### config.mk
export PLATFORM = sky130hd
export DESIGN_NAME = ttx_decoder
export DESIGN_NICKNAME = d
export VERILOG_FILES = /design/src/design/ttx_pkg.sv /design/src/design/ttx_reload_timer.sv /design/src/design/ttx_decoder.sv
export SDC_FILE = /design/constraint.sdc
export NUM_CORES = 1
export LEC_CHECK = 0
export BUFFER_PORTS_ARGS = -buffer_cell sky130_fd_sc_hd__buf_4
export CORE_MARGIN = 4
export CORE_UTILIZATION = 37
export DETAILED_ROUTE_END_ITERATION = 10
export GPL_TIMING_DRIVEN = 0
export PLACE_DENSITY = 0.64
export SETUP_SLACK_MARGIN = 0.5
export SKIP_LAST_GASP = 1
export SYNTH_ARGS = -nofsm -noshare
export SYNTH_HDL_FRONTEND = slang
export SYNTH_HIERARCHICAL = 1
export SYNTH_SLANG_ARGS = --single-unit
### constraint.sdc
create_clock -name clk -period 2.75 [get_ports clk]
set_clock_uncertainty 0.15 [all_clocks]
set_input_delay 0.1375 -clock clk [delete_from_list [all_inputs] [get_ports clk]]
set_output_delay 0.1375 -clock clk [all_outputs]
set_load 0.01 [all_outputs]
### src/design/ttx_pkg.sv
// Purpose: shared constants of the timer transfer instruction block
// Assumes: 10-bit instruction words, 4-bit data path
// Notes:   opcodes are the hexadecimal instruction codes

package ttx_pkg;

    // ----------------------------------------------------------------
    // widths
    // ----------------------------------------------------------------
    localparam int OP_W     = 10;
    localparam int NIB_W    = 4;
    localparam int HI_W     = 2;
    localparam int T1_W     = 10;
    localparam int T2_W     = 8;
    localparam int T3_W     = 8;

    // ----------------------------------------------------------------
    // control register fields and reset values
    // ----------------------------------------------------------------
    localparam int RUN_BIT                 = 0;
    localparam logic [NIB_W-1:0] CTRL_RST  = 4'h0;
    localparam logic [HI_W-1:0]  HI_RST    = 2'h0;
    localparam logic [T1_W-1:0]  T1_RST    = 10'h000;
    localparam logic [T2_W-1:0]  T2_RST    = 8'h00;

    // ----------------------------------------------------------------
    // instruction codes
    // ----------------------------------------------------------------
    localparam logic [OP_W-1:0] OP_READ_T1      = 10'h270;
    localparam logic [OP_W-1:0] OP_WRITE_T1     = 10'h230;
    localparam logic [OP_W-1:0] OP_READ_T2      = 10'h271;
    localparam logic [OP_W-1:0] OP_WRITE_T2     = 10'h231;
    localparam logic [OP_W-1:0] OP_WRITE_T2_RLD = 10'h23a;
    localparam logic [OP_W-1:0] OP_READ_T3      = 10'h272;
    localparam logic [OP_W-1:0] OP_WRITE_T3     = 10'h232;
    localparam logic [OP_W-1:0] OP_WRITE_T3_HI  = 10'h23d;
    localparam logic [OP_W-1:0] OP_READ_HI      = 10'h24f;
    localparam logic [OP_W-1:0] OP_WRITE_HI     = 10'h212;
    localparam logic [OP_W-1:0] OP_READ_CTL1    = 10'h24b;
    localparam logic [OP_W-1:0] OP_WRITE_CTL1   = 10'h20e;
    localparam logic [OP_W-1:0] OP_READ_CTL2    = 10'h24c;
    localparam logic [OP_W-1:0] OP_WRITE_CTL2   = 10'h20f;
    localparam logic [OP_W-1:0] OP_READ_CTL3    = 10'h24d;
    localparam logic [OP_W-1:0] OP_WRITE_CTL3   = 10'h210;

endpackage

### src/design/ttx_reload_timer.sv
// Purpose: down counter with a reload register
// Assumes: tick comes from logic on clk
// Notes:   underflow reloads the counter from the reload register

`timescale 1ns/1ps

module ttx_reload_timer #(
    parameter int W = 8
) (
    // clock and reset
    input  wire logic         clk,
    input  wire logic         rst_n,
    // control
    input  wire logic         run,
    input  wire logic         tick,
    // writes from the decoder
    input  wire logic         load_both,
    input  wire logic         load_reload,
    input  wire logic [W-1:0] load_value,
    // state
    output logic      [W-1:0] count,
    output logic              underflow
);

    typedef struct packed {
        logic [W-1:0] count;
        logic [W-1:0] reload;
        logic         underflow;
    } ttx_tmr_t;

    ttx_tmr_t st;
    ttx_tmr_t next_st;

    always_comb begin
        next_st           = st;
        next_st.underflow = 1'b0;
        if (load_both) begin
            next_st.count  = load_value;
            next_st.reload = load_value;
        end else begin
            if (load_reload) begin
                // new reload value waits for the next underflow
                next_st.reload = load_value;
            end
            if (run && tick) begin
                if (st.count == '0) begin
                    next_st.count     = st.reload;
                    next_st.underflow = 1'b1;
                end else begin
                    next_st.count = st.count - W'(1);
                end
            end
        end
    end

    always_ff @(posedge clk) begin
        if (!rst_n) begin
            st <= '0;
        end else begin
            st <= next_st;
        end
    end

    assign count     = st.count;
    assign underflow = st.underflow;

endmodule

### src/design/ttx_decoder.sv
// Purpose: executes the timer transfer instructions of the 4-bit core
// Assumes: core presents one instruction per cycle with its A and B values
// Notes:   results appear one cycle after the instruction is taken

`timescale 1ns/1ps

// Summary of operation
// - timer one read splits count into store, B, A
// - stopped timer one write loads counter and reload
// - running timer one write loads reload only
// - timer two read gives count in B, A
// - timer two write loads counter and reload
// - timer two reload write loads reload only
// - timer three read gives count in B, A
// - timer three write loads counter and low reload
// - high reload write loads high reload only
// - store read zero-extends two bits into A
// - store write takes A bits one, zero
// - control registers one to three read/write via A
module ttx_decoder
    import ttx_pkg::*;
(
    // clock and reset
    input  wire logic                 clk,
    input  wire logic                 rst_n,
    // instruction from the core
    input  wire logic                 op_valid,
    input  wire logic [ttx_pkg::OP_W-1:0]  op_code,
    input  wire logic [ttx_pkg::NIB_W-1:0] acc_in,
    input  wire logic [ttx_pkg::NIB_W-1:0] b_in,
    // count prescaler strobe
    input  wire logic                 count_tick,
    // results back to the core
    output logic                      acc_we,
    output logic [ttx_pkg::NIB_W-1:0] acc_out,
    output logic                      b_we,
    output logic [ttx_pkg::NIB_W-1:0] b_out,
    output logic                      op_done,
    output logic                      skip_next,
    output logic                      carry_we,
    // timer underflow flags
    output logic                      timer1_flag,
    output logic                      timer2_flag,
    output logic                      timer3_flag
);
    import ttx_pkg::*;

    // ----------------------------------------------------------------
    // state
    // ----------------------------------------------------------------
    typedef struct packed {
        logic              acc_we;
        logic [NIB_W-1:0]  acc_out;
        logic              b_we;
        logic [NIB_W-1:0]  b_out;
        logic              op_done;
        logic [HI_W-1:0]   timer1_high_bits_store;
        logic [NIB_W-1:0]  timer_control_one;
        logic [NIB_W-1:0]  timer_control_two;
        logic [NIB_W-1:0]  timer_control_three;
        logic [T3_W-1:0]   timer3_high_reload;
        logic              t1f;
        logic              t2f;
        logic              t3f;
    } ttx_state_t;

    ttx_state_t st;
    ttx_state_t next_st;

    logic [T1_W-1:0] t1_count;
    logic [T2_W-1:0] t2_count;
    logic [T3_W-1:0] t3_count;
    logic            t1_uf;
    logic            t2_uf;
    logic            t3_uf;
    logic            t1_both;
    logic            t1_rld;
    logic            t2_both;
    logic            t2_rld;
    logic            t3_both;
    logic            timer_one_run_bit;

    assign timer_one_run_bit = st.timer_control_one[RUN_BIT];

    // ----------------------------------------------------------------
    // write strobes towards the counters
    // ----------------------------------------------------------------
    always_comb begin
        t1_both = 1'b0;
        t1_rld  = 1'b0;
        t2_both = 1'b0;
        t2_rld  = 1'b0;
        t3_both = 1'b0;
        if (op_valid) begin
            case (op_code)
                OP_WRITE_T1: begin
                    t1_both = !timer_one_run_bit;
                    t1_rld  = timer_one_run_bit;
                end
                OP_WRITE_T2:     t2_both = 1'b1;
                OP_WRITE_T2_RLD: t2_rld  = 1'b1;
                OP_WRITE_T3:     t3_both = 1'b1;
                default: begin
                end
            endcase
        end
    end

    // ----------------------------------------------------------------
    // decode and register transfers
    // ----------------------------------------------------------------
    always_comb begin
        next_st         = st;
        next_st.acc_we  = 1'b0;
        next_st.b_we    = 1'b0;
        next_st.op_done = op_valid;
        // a new underflow wins over nothing; flags mirror the counters
        next_st.t1f     = t1_uf;
        next_st.t2f     = t2_uf;
        next_st.t3f     = t3_uf;
        if (op_valid) begin
            case (op_code)
                OP_READ_T1: begin
                    next_st.timer1_high_bits_store = t1_count[9:8];
                    next_st.b_out   = t1_count[7:4];
                    next_st.acc_out = t1_count[3:0];
                    next_st.b_we    = 1'b1;
                    next_st.acc_we  = 1'b1;
                end
                OP_READ_T2: begin
                    next_st.b_out   = t2_count[7:4];
                    next_st.acc_out = t2_count[3:0];
                    next_st.b_we    = 1'b1;
                    next_st.acc_we  = 1'b1;
                end
                OP_READ_T3: begin
                    next_st.b_out   = t3_count[7:4];
                    next_st.acc_out = t3_count[3:0];
                    next_st.b_we    = 1'b1;
                    next_st.acc_we  = 1'b1;
                end
                OP_WRITE_T3_HI: begin
                    next_st.timer3_high_reload = {b_in, acc_in};
                end
                OP_READ_HI: begin
                    next_st.acc_out = {2'h0, st.timer1_high_bits_store};
                    next_st.acc_we  = 1'b1;
                end
                OP_WRITE_HI: begin
                    next_st.timer1_high_bits_store = acc_in[1:0];
                end
                OP_READ_CTL1: begin
                    next_st.acc_out = st.timer_control_one;
                    next_st.acc_we  = 1'b1;
                end
                OP_WRITE_CTL1: next_st.timer_control_one   = acc_in;
                OP_READ_CTL2: begin
                    next_st.acc_out = st.timer_control_two;
                    next_st.acc_we  = 1'b1;
                end
                OP_WRITE_CTL2: next_st.timer_control_two   = acc_in;
                OP_READ_CTL3: begin
                    next_st.acc_out = st.timer_control_three;
                    next_st.acc_we  = 1'b1;
                end
                OP_WRITE_CTL3: next_st.timer_control_three = acc_in;
                OP_WRITE_T1, OP_WRITE_T2, OP_WRITE_T2_RLD, OP_WRITE_T3: begin
                    // counter loads come from the strobe decoder above
                end
                default: begin
                    // other instructions belong to other units
                    next_st.op_done = 1'b0;
                end
            endcase
        end
    end

    always_ff @(posedge clk) begin
        if (!rst_n) begin
            st                        <= '0;
            st.timer1_high_bits_store <= HI_RST;
            st.timer_control_one      <= CTRL_RST;
            st.timer_control_two      <= CTRL_RST;
            st.timer_control_three    <= CTRL_RST;
        end else begin
            st <= next_st;
        end
    end

    // ----------------------------------------------------------------
    // counters
    // ----------------------------------------------------------------
    // timer three reloads from the low reload only; high value is held
    ttx_reload_timer #(.W(T1_W)) u_timer1 (
        .clk         (clk),
        .rst_n       (rst_n),
        .run         (timer_one_run_bit),
        .tick        (count_tick),
        .load_both   (t1_both),
        .load_reload (t1_rld),
        .load_value  ({st.timer1_high_bits_store, b_in, acc_in}),
        .count       (t1_count),
        .underflow   (t1_uf)
    );

    ttx_reload_timer #(.W(T2_W)) u_timer2 (
        .clk         (clk),
        .rst_n       (rst_n),
        .run         (st.timer_control_two[RUN_BIT]),
        .tick        (count_tick),
        .load_both   (t2_both),
        .load_reload (t2_rld),
        .load_value  ({b_in, acc_in}),
        .count       (t2_count),
        .underflow   (t2_uf)
    );

    ttx_reload_timer #(.W(T3_W)) u_timer3 (
        .clk         (clk),
        .rst_n       (rst_n),
        .run         (st.timer_control_three[RUN_BIT]),
        .tick        (count_tick),
        .load_both   (t3_both),
        .load_reload (1'b0),
        .load_value  ({b_in, acc_in}),
        .count       (t3_count),
        .underflow   (t3_uf)
    );

    // ----------------------------------------------------------------
    // outputs
    // ----------------------------------------------------------------
    assign acc_we      = st.acc_we;
    assign acc_out     = st.acc_out;
    assign b_we        = st.b_we;
    assign b_out       = st.b_out;
    assign op_done     = st.op_done;
    assign skip_next   = 1'b0;
    assign carry_we    = 1'b0;
    assign timer1_flag = st.t1f;
    assign timer2_flag = st.t2f;
    assign timer3_flag = st.t3f;

endmodule

After elaboration in Yosys (flattened, before gate mapping)
Index checks and enable logic that the tools add are counted.
Widths: inputs -> output; s select.

storage, ports and cells
  register bits after elaboration = 83
  bits in latches = 0
  memory bits (writable) = 0
  memory bits (read-only) = 0
  bits of input ports = 22
  output and inout bits = 16
  logic and storage cells = 98
  memories = 0

cells by class
  add/subtract/negate cells = 3
  multiply operators = 0
  div/mod/pow operators = 0
  $lt $le $gt $ge = 0
  eq/ne operators = 16
  shifts and indexed selects = 0
  multiplexer cells = 28
  bitwise logic cells = 4
  reduce and logical (&&, ||, !) cells = 26

operators by type and width
  cell                   count
  $eq 10x10->1 const B   16
  $mux 8                 5
  $pmux 5 s7             1
  $mux 16                2
  $mux 10                3
  $mux 20                1
  $logic_not 8->1        2
  $reduce_or 16->1       1
  $sub 8x1->8 const B    2
  $pmux 5 s3             1
  $mux 1                 14
  $reduce_and 2->1       7
  $reduce_bool 2->1      6
  $logic_not 10->1       1
  $sub 10x1->10 const B  1
  $reduce_or 3->1        3
  $reduce_bool 7->1      1
  $not 1->1              4
  $pmux 2 s2             1
  $logic_and 1x1->1      3
  $reduce_bool 3->1      1
  $logic_not 1->1        1

Logic depth before layout (Yosys ltp)
Gate-level depths: netlist of the first run.

  word-level depth = 5
  depth in mapped cells = 9
  mapped depth without buffers = 7

Cells and area by module
Netlist of the first run, hierarchy kept.

by module, submodules not included
  module                           instances  cells an instance  area each (µm²)  seq. area each (µm²)
  ttx_reload_timer (u_timer2 ...)  2          124                989.7            340.3
  ttx_decoder                      1          201                1786.7           560.5
  ttx_reload_timer (u_timer1)      1          142                1188.6           420.4

Worst setup path before layout of the first run
No wires, ideal clock.

  path kind = input -> register
  start point = in op_code[8] (netlist name)
  end point = reg u_timer1.st (netlist bit u_timer1/count[5])
  setup time = 0.126 ns
  data arrival time = 2.158 ns
  required time = 2.474 ns
  slack = 0.316 ns
  stages = 8
  path buffers = 2
  cells stage by stage = or4b_4 buf_6 or3_1 nor3_1 and4b_1 clkbuf_1 a32oi_1 o31ai_1

on the way
  word-level cells in the longest chain between the ends = 4
  elaborated cells between the ends (all ways) = 5
  those cells by class = 1 x eq/ne; 3 x mux; 1 x reduce/logical

ends and longest elaborated chain
  what                                          line                    source
  start: declaration                            ttx_decoder.sv:28       input wire logic [ttx_pkg::OP_W-1:0] op_code,
  $eq 10x10->1 *                                ttx_decoder.sv:95       case (op_code)
  $mux 1 *                                      ttx_decoder.sv:95
  $mux 1 *                                      ttx_decoder.sv:94       if (op_valid) begin
  net t1_both                                   ttx_decoder.sv:76       logic t1_both;
  $mux 20 or $reduce_bool 2->1 (tied branches)  --
  end signal: assignment                        ttx_reload_timer.sv:60  st <= next_st;
  end: declaration                              ttx_reload_timer.sv:31  ttx_tmr_t st;

The timed path passes the listed nets; every way through them passes the cells marked *.
A chain may end at the register's enable or synchronous reset.

Worst setup path in the final report of the first run
  start point = reg u_timer1.st (netlist bit u_timer1/count[1])
  end point = reg u_timer1.st (netlist bit u_timer1/count[3])

on the way
  word-level cells in the longest chain between the ends = 4
  elaborated cells between the ends (all ways) = 5
  those cells by class = 1 x add/sub; 3 x mux; 1 x reduce/logical

ends and longest elaborated chain
  what                                               line                                            source
  $sub 10x1->10 or $logic_not 10->1 (tied branches)  ttx_reload_timer.sv:50, ttx_reload_timer.sv:46
  $mux 10 *                                          ttx_reload_timer.sv:46                          if (st.count == '0) begin
  $mux 10 *                                          ttx_reload_timer.sv:45                          if (run && tick) begin
  $mux 20 *                                          ttx_reload_timer.sv:37                          if (load_both) begin

Every way passes the cells marked *; elsewhere a longest branch is shown, timed or not. The select of a mux whose other input is x is not followed.

==> out/metrics.yaml, run 1 <==
status: "complete, no violations"
arrival_ns: 2.26
syn_to_final_growth_pct: 19.90
drt-wirelength-per-cell_microns: 16.85
r2r_start: "u_timer1/count[1]"
synth_cell_types: 75
htreeDepth: 3
place_area_sq_um: 5470
clock-sinks: 83
seq_area_frac_synth: 0.3354
drt_pass1_iterations: 5
drtIter0Drc: 481
fin_crit_sh: 0.7981
die-area_sq_um: 15310
place_ws_ns: -0.1334
num_rows: 42
reg2reg_depth: 7
drv_cap: 0
hpwlAfterDp_microns: 9961
netlist_top_cells_area: "dfxtp_1 (34%), nand2_1 (6.7%), mux2i_1 (6.1%), buf_4 (5.5%), o21ai_0 (4.5%)"
antenna_found_initial: 0
drive_above_1_share: 0.2204
grt_pass1_wl_microns: 22500
via_count: 4648
synth_ff_type: "dfxtp_1"
whs_path_depth: 3
end_kind: "register"
power_density_nw_per_um2: 450.4
cts_buffers: 9
routed_wl_microns: 14050
yosysTopAreaCell: "dfxtp_1"
fin_cells: 834
setup_viol: 0
tightest_slew_ns: 0.5970
synth.avg_cell_area_sq_um: 8.384
start_kind: "register"
n_antenna_cell: 0
finalHoldViolCount: 0
vdd_drop_max_mv: 0.2884
clockBufferDepth: 2
cts_tree: "yes"
r2r-end: "u_timer1/count[3]"
final_area_sq_um: 5941
multi_input_area_sq_um: 2949
portBuffers: 32
worstPathRequired_ns: 2.82
setup_ws_ns: 0.5552
holdWs_ns: 0.008631
nets: 681
netlist_instances: 591
clk_pin_slew_worst_paths_ns: 0.06
cp_max_fo: 7
slowest_delay_ns: 0.49
yosysWarnings: 6
grt_use_total: 0.1870
r2r_slack_ns: 0.56
core_area_sq_um: 13190
seqCellArea_sq_um: 1662
start_util: 0.3756
io_pins: 38
rsz0062_at_grt: "true"
drtAntennaViolNets: 0
crit_start: "u_timer1/count[1]"
die_y_microns: 123.7
synth_top_cell_area_share: 0.3354
globalplace.congestion: 0.8931
crit_type: "register to register"
synth-seq-cells: 83
worstSetupEndpoint: "u_timer1/count[3]"
synth_area_sq_um: 4955
die_w_microns: 123.7
route.detailed.drc: 0
p_leak_nw: 2.202
routed_via_density: 5.573
cts_root_buf: "clkbuf_16"
period_needed_ns: 2.195
dpl.cell_count: 809
crit_chain: "inv_1 -> ha_1 -> or4b_1 -> buf_6 -> or3_4 -> mux2i_1 -> o21ai_1"
slew_headroom: 0.6020
grt_pass1_vias: 4468
grt_max_degree: 16
clk_latency_ns: 0.34
grt-ovfl-total: 0
total_power_w: 0.002676
max_freq_ghz: 0.4556
fillCellCount: 1316
finalMaxSlewViolations: 0
hold_class: "input pin to register"
synthArstFlopShare: 0
synth-edff-count: 0
slowest_stage: "or4b_1"
-- kinds of logic after synthesis --
logic type,count (synthesis),share of synthesized area
buffers and inverters,76,0.09091
xor gates and xnor gates,8,0.01414
muxes,32,0.06515
other,1,0.0007568
and+or+nand+nor,220,0.2422
DFF,83,0.3354
adders and majority gates,5,0.01263
AOI/OAI and AO/OA,166,0.2389
-- metal layers --
layer / up-vias / track usage / part of all wire
met3: 27 / 0.02634 / 0.053
met2: 180 / 0.3008 / 0.48
met4: 0 / 0.08997 / 0.028
met5: - / 0 / 0
met1: 2221 / 0.2463 / 0.44
li1: 2220 / - / -
-- timing repair --
| action | 4_1_cts | 5_1_grt |
|---|---|---|
| gates resized for setup | 12 | 9 |
| hold buffers | 8 | 0 |
| pin swaps | 1 | 1 |
| setup endpoints to repair | 48 | 38 |
| hold endpoints to repair | 13 | 0 |
| setup buffers | 1 | 1 |
-- synthesized netlist by cell type (9+ instances only) --
library cell / n
a21boi_0: 28
a21oi_1: 20
a22o_1: 10
buf_4: 36
clkbuf_1: 19
dfxtp_1: 83
inv_1: 9
mux2i_1: 30
nand2_1: 89
nand3_1: 11
nor2_1: 38
nor3_1: 13
o21ai_0: 45
o2bb2ai_1: 14
-- worst max-delay path: cells and delay by family, from the launching register on --
kind | cells | cell delay, ns
and+or+nand+nor | 2 | 0.87
AOI/OAI and AO/OA | 1 | 0.07
buffers and inverters | 2 | 0.25
muxes | 1 | 0.16
DFF | 1 | 0.37
adders and majority gates | 1 | 0.20
-- final cells by class --
class                   count  area share
clock buffers              13     0.04212
clock inverters             2     0.01011
flip-flops and latches     83      0.2797
inverters                  10    0.006318
well taps                 176     0.03707
repair buffers             42     0.05644
multi-input cells         442      0.4964
plain buffers              66     0.07182
-- cell usage in the layout (no fill, tap or decap), types with 3 or more instances in the layout --
master	Yosys	routed
a211oi_2	4	4
a21boi_0	28	28
a21o_1	4	4
a21oi_1	20	19
a22o_1	10	10
a32oi_1	3	3
and2_1	4	4
buf_2	6	7
buf_4	36	70
buf_6	3	3
clkbuf_1	19	13
clkbuf_16	0	9
clkbuf_2	0	7
conb_1	1	11
dfxtp_1	83	83
dlygate4sd3_1	0	8
ha_1	5	5
inv_1	9	9
mux2i_1	30	30
nand2_1	89	89
nand2b_1	5	5
nand3_1	11	11
nand4b_1	8	8
nor2_1	38	37
nor3_1	13	10
nor3b_1	5	5
nor4_1	5	4
nor4_4	3	4
o21ai_0	45	45
o21ai_1	3	3
o2bb2ai_1	14	14
o31ai_1	7	7
or2_2	6	6
or3_1	4	3
or3_4	2	3
or4_4	3	3
xor2_1	8	8
-- state kept, by name, summed over array words and instances (netlist names) --
name,flops
u_timer2/st,8
u_timer1/st,10
b_we,1
op_done,1
u_timer2/underflow,1
u_timer3/underflow,1
acc_out,4
timer2_flag,1
timer3_flag,1
b_out,4
u_timer2/count,8
timer1_flag,1
u_timer3/st,8
st,14
acc_we,1
u_timer3/count,8
u_timer1/count,10
u_timer1/underflow,1
-- power breakdown --
part | total, W | switching [W] | internal, W
Clock | 0.00128 | 0.000466 | 0.000816
Combinational | 0.000180 | 0.000113 | 0.0000667
Sequential | 0.00121 | 0.00000414 | 0.00121
-- through the flow --
step,setup TNS (ns),utilization
finish,0,0.4504
global route,0,0.4504
CTS,0,0.4472
detailed placement,-1.958,0.4147
global placement,-0.9983,0.4147
floorplan,0,-
-- how the worst min path moves through the flow --
stage | end | slack (ns) | from
after global placement | timer1_flag | 0.26 | u_timer1/underflow
after detailed placement | timer1_flag | 0.27 | u_timer1/underflow
final | u_timer1/st[3] | 0.009 | acc_in[2]
after global routing | u_timer1/st[3] | 0.009 | acc_in[2]
after CTS | u_timer1/st[3] | 0.002 | acc_in[2]
after floorplan | timer1_flag | 0.11 | rst_n
No activity file was read; power rests on OpenSTA's default activity.
==> inputs of run 2 (changes only) <==
--- a/config.mk
+++ b/config.mk
@@ -10,7 +10,7 @@
 export CORE_UTILIZATION = 37
 export DETAILED_ROUTE_END_ITERATION = 10
 export GPL_TIMING_DRIVEN = 0
-export PLACE_DENSITY = 0.64
+export PLACE_DENSITY = 0.65
 export SETUP_SLACK_MARGIN = 0.5
 export SKIP_LAST_GASP = 1
 export SYNTH_ARGS = -nofsm -noshare
==> constraint.sdc (replaced) <==
create_clock -name clk -period 1.87 [get_ports clk]
set_clock_uncertainty 0.15 [all_clocks]
set_input_delay 0.0935 -clock clk [delete_from_list [all_inputs] [get_ports clk]]
set_output_delay 0.0935 -clock clk [all_outputs]
set_load 0.01 [all_outputs]
==> out/metrics.yaml, run 2 (synthesized netlist as in run 1, its figures left out) <==
finalMaxSlewViolations: 0
drtAntennaViolNets: 0
violations: "setup timing"
grt_use_total: 0.2034
grt_pass1_wl_microns: 24220
tns_ns: -6.116
io_pins: 38
die_y_microns: 123.7
via_count: 5066
start_kind: "input pin"
syn_to_final_growth_pct: 44.47
portBuffers: 32
r2r_start: "u_timer1/count[1]"
use_met2: 0.3302
clock-sinks: 83
arrival_ns: 2.14
die_w_microns: 123.7
power_density_nw_per_um2: 573.3
vdd_drop_max_mv: 0.3940
status: "complete, but fails checks"
fillCellCount: 1133
mostFrequentLayoutCells: "buf_4 (95), nand2_1 (83), dfxtp_1 (75)"
crit_chain: "buf_8 -> or4b_4 -> buf_8 -> or3_4 -> nor3_4 -> buf_6 -> buf_6 -> clkbuf_16 -> a22o_1 -> nand2_1 -> o311ai_1"
total_power_w: 0.004104
hold_class: "input pin to register"
min-delay-start: "op_code[6]"
drive_above_1_share: 0.3733
largest_reg_flops: 14
seqCellArea_sq_um: 1682
n_antenna_cell: 0
worstPathRequired_ns: 1.97
cts_buffers: 9
finalHoldViolCount: 0
cp_max_fo: 6
globalplace.congestion: 0.8936
cts_root_buf: "clkbuf_16"
hpwlAfterDp_microns: 9860
cts_tree: "yes"
use_met3: 0.02770
clockBufferDepth: 2
period_needed_ns: 2.042
dpl.cell_count: 809
drt-wirelength-per-cell_microns: 17.91
clk_latency_ns: 0.35
slew_headroom: 0.6050
holdWs_ns: 0.02398
tightest_slew_ns: 0.5870
clk_pin_slew_worst_paths_ns: 0.06
nets: 748
grt_pass1_vias: 4622
top_register: "st"
grt.busiest_layer: "met2"
fin_crit_sh: 1.092
drt_pass1_iterations: 5
p_leak_nw: 2.773
drtIter0Drc: 705
slowest_delay_ns: 0.55
end_kind: "register"
final_common_cell: "buf_4"
place_ws_ns: -0.7388
setup_ws_ns: -0.1718
drv_cap: 0
max_freq_ghz: 0.4898
routed_via_density: 5.616
htreeDepth: 3
slowest_stage: "or4b_4"
core_area_sq_um: 13190
route.detailed.drc: 0
grt-ovfl-total: 0
routed_wl_microns: 16150
setup_viol: 63
rsz0062_at_grt: "true"
fin_cells: 902
multi_input_area_sq_um: 3277
num_rows: 42
antenna_found_initial: 0
die-area_sq_um: 15310
grtUsageMet1: 0.2670
start_util: 0.3756
grt_max_degree: 16
crit_type: "input pin to register"
crit_start: "op_code[2]"
-- run 2: cell types whose count changed in the layout (fill, tap and decap cells not counted), moves of 9 or more --
cell / before / now
a21boi_0: 28 / 4
a21boi_1: 0 / 23
buf_4: 70 / 95
buf_6: 3 / 26
buf_8: 0 / 13
dlygate4sd3_1: 8 / 19
nor2_1: 37 / 27
o21ai_0: 45 / 24
o21ai_1: 3 / 12
o21ai_2: 0 / 11
-- run 2: through the flow --
stage,util,instance area [sq um]
after floorplan,-,5160
after global placement,0.4261,5620
after detailed placement,0.4261,5620
after CTS,0.5074,6693
after global routing,0.5427,7158
final,0.5427,7158
-- run 2: where the power goes --
| group | internal [W] | switching, W |
|---|---|---|
| Sequential | 0.00177 | 0.00000697 |
| Clock | 0.00124 | 0.000736 |
| Combinational | 0.000150 | 0.000198 |
-- run 2: area by class of cell --
cell class / instances / share of cell area
multi-input cells: 443 / 0.4578
repair buffers: 108 / 0.1463
clock buffers: 12 / 0.03583
flip-flops and latches: 83 / 0.2349
plain buffers: 66 / 0.07901
well taps: 176 / 0.03076
clock inverters: 4 / 0.01014
inverters: 10 / 0.005244
-- run 2: what timing repair did --
item / CTS / global route
hold buffers: 17 / 2
resized for setup: 90 / 93
hold endpoints to repair: 47 / 2
pin swaps: 30 / 77
buffers inserted: 34 / 17
setup endpoints to repair: 77 / 79
cloned: 3 / 4
-- run 2: per-layer routing --
metal,wire length (microns),share of wire
met3,1156,0.072
met2,7743,0.48
met5,0,0
met1,6825,0.42
met4,427,0.026
-- run 2: critical path, delay by kind of cell --
family | cells | cell delay (ns)
buffers and inverters | 5 | 0.62
and+or+nand+nor | 4 | 1.18
AOI/OAI and AO/OA | 2 | 0.25
-- run 2: final timing paths --
check	endpoint	slack (ns)	cells after the start
min	op_done	0.02	4
min reg2reg	u_timer2/st[2]	0.31	2
max reg2reg	u_timer1/count[3]	-0.11	7
max	u_timer1/count[0]	-0.17	11
==> inputs of run 3 (changes only) <==
--- a/config.mk
+++ b/config.mk
@@ -6,11 +6,13 @@
 export NUM_CORES = 1
 export LEC_CHECK = 0
 export BUFFER_PORTS_ARGS = -buffer_cell sky130_fd_sc_hd__buf_4
+export CELL_PAD_IN_SITES_DETAIL_PLACEMENT = 0
+export CELL_PAD_IN_SITES_GLOBAL_PLACEMENT = 1
 export CORE_MARGIN = 4
 export CORE_UTILIZATION = 37
 export DETAILED_ROUTE_END_ITERATION = 10
 export GPL_TIMING_DRIVEN = 0
-export PLACE_DENSITY = 0.65
+export PLACE_DENSITY = 0.79
 export SETUP_SLACK_MARGIN = 0.5
 export SKIP_LAST_GASP = 1
 export SYNTH_ARGS = -nofsm -noshare
==> out/metrics.yaml, run 3 (synthesized netlist as in run 1, its figures left out) <==
end_kind: "register"
clk_pin_slew_worst_paths_ns: 0.07
globalplace.congestion: 0.8940
grt-ovfl-total: 0
grt_use_total: 0.2050
clk_latency_ns: 0.35
core_area_sq_um: 13190
final_area_sq_um: 7181
setup_ws_ns: -0.1361
mostFrequentLayoutCells: "buf_4 (99), nand2_1 (75), dfxtp_1 (74)"
setup_viol: 20
cts_buffers: 9
slew_headroom: 0.6186
drive_above_1_share: 0.3970
routed_via_density: 5.477
die_w_microns: 123.7
final_common_cell: "buf_4"
tns_ns: -1.626
grt_pass1_wl_microns: 24150
violations: "setup timing"
io_pins: 38
period_needed_ns: 2.006
start_kind: "input pin"
place_area_sq_um: 5620
nets: 745
cts_tree: "yes"
antenna_found_initial: 0
power_density_nw_per_um2: 545.0
start_util: 0.3756
finalMaxSlewViolations: 0
fin_cells: 899
grt_pass1_vias: 4466
dpl.cell_count: 809
via_count: 4924
finalHoldViolCount: 0
drtIter0Drc: 405
tightest_slew_ns: 0.5721
clock-sinks: 83
largest_reg_flops: 14
fin_crit_sh: 1.073
fillCellCount: 1193
status: "complete, but fails checks"
hpwlAfterDp_microns: 10000
num_rows: 42
drt_pass1_iterations: 5
drt-wirelength-per-cell_microns: 18.16
top_register: "st"
route.detailed.drc: 0
htreeDepth: 3
arrival_ns: 2.09
portBuffers: 32
utilization: 0.5444
max_freq_ghz: 0.4985
drtAntennaViolNets: 0
die-area_sq_um: 15310
drv_cap: 0
crit_type: "input pin to register"
rsz0062_at_grt: "true"
whs_path_depth: 4
vdd_drop_max_mv: 0.3428
routed_wl_microns: 16320
grt_max_degree: 16
cp_max_fo: 7
hold_class: "input pin to register"
worstPathRequired_ns: 1.96
die_y_microns: 123.7
clockBufferDepth: 2
syn_to_final_growth_pct: 44.92
n_antenna_cell: 0
p_leak_nw: 2.792
reg2reg_depth: 7
cts_root_buf: "clkbuf_16"
## run 3: cell count changes in the layout (fill, tap and decap cells not counted), moves of 3 or more
| cell | change |
|---|---|
| o21ai_0 | -7 |
| inv_1 | -3 |
| buf_6 | -3 |
| nor3_2 | -3 |
| clkbuf_8 | -3 |
| o21ai_1 | +8 |
| buf_4 | +4 |
| buf_8 | +3 |
| dlygate4sd3_1 | -4 |
| nand2_1 | -8 |
| nand2_2 | +8 |
| ha_1 | -3 |
## run 3: critical path, stage by stage
cell     delay, ns
buf_6         0.10
or4b_4        0.54
buf_8         0.14
or3_4         0.35
nor3_4        0.19
and4b_1       0.25
buf_8         0.14
a32oi_1       0.19
o31ai_1       0.09
## run 3: cell type report
| type | instances | area [sq um] | area share |
|---|---|---|---|
| buffer | 66 | 573.1 | 0.07980 |
| clock buffer | 11 | 242.7 | 0.03380 |
| clock inverter | 5 | 52.55 | 0.007318 |
| inverter | 10 | 42.54 | 0.005924 |
| multi-input combinational | 442 | 3328 | 0.4635 |
| sequential | 83 | 1688 | 0.2351 |
| tap | 176 | 220.2 | 0.03067 |
| timing repair buffer | 106 | 1033 | 0.1439 |
## run 3: report_power, final
part	leakage (nW)	internal [W]	switching (W)	total [W]
sequential	0.676	0.00177	0.00000693	0.00178
combinational	1.97	0.000141	0.000197	0.000338
clock	0.145	0.00106	0.000734	0.00180
total	2.79	0.00297	0.000938	0.00391
## run 3: metal layers
layer / vias to the layer above / track usage / share of wire
met5: - / 0 / 0
met4: 0 / 0.09550 / 0.030
met3: 33 / 0.03134 / 0.051
met2: 157 / 0.3197 / 0.47
met1: 2376 / 0.2780 / 0.45
li1: 2358 / - / -
## run 3: final timing paths
check	to	slack, ns	startpoint
worst max-delay path	u_timer1/count[5]	-0.14	op_code[8]
worst min-delay path	op_done	0.02	op_code[6]
worst max register to register	u_timer1/count[3]	-0.13	u_timer1/count[1]
worst min register to register	u_timer3/st[3]	0.31	u_timer3/st[3]
## run 3: what timing repair did
action,4_1_cts,5_1_grt
endpoints found under the setup margin,78,79
resized for setup,111,108
gates cloned,5,5
hold endpoints to repair,47,6
pin swaps,57,49
setup buffers,32,17
hold buffers,13,2
## run 3: through the flow
step / hold WS (ns) / power [W] / worst slack (ns)
4_1_cts: -0.04170 / 0.003913 / -0.1749
5_1_grt: 0.02282 / 0.004030 / -0.2114
3_3_place_gp: 0.2622 / 0.002075 / -0.6516
3_5_place_dp: 0.2599 / 0.002081 / -0.7205
2_1_floorplan: 0.06521 / 0.001964 / -0.3143
6_report: 0.01552 / 0.003913 / -0.1361
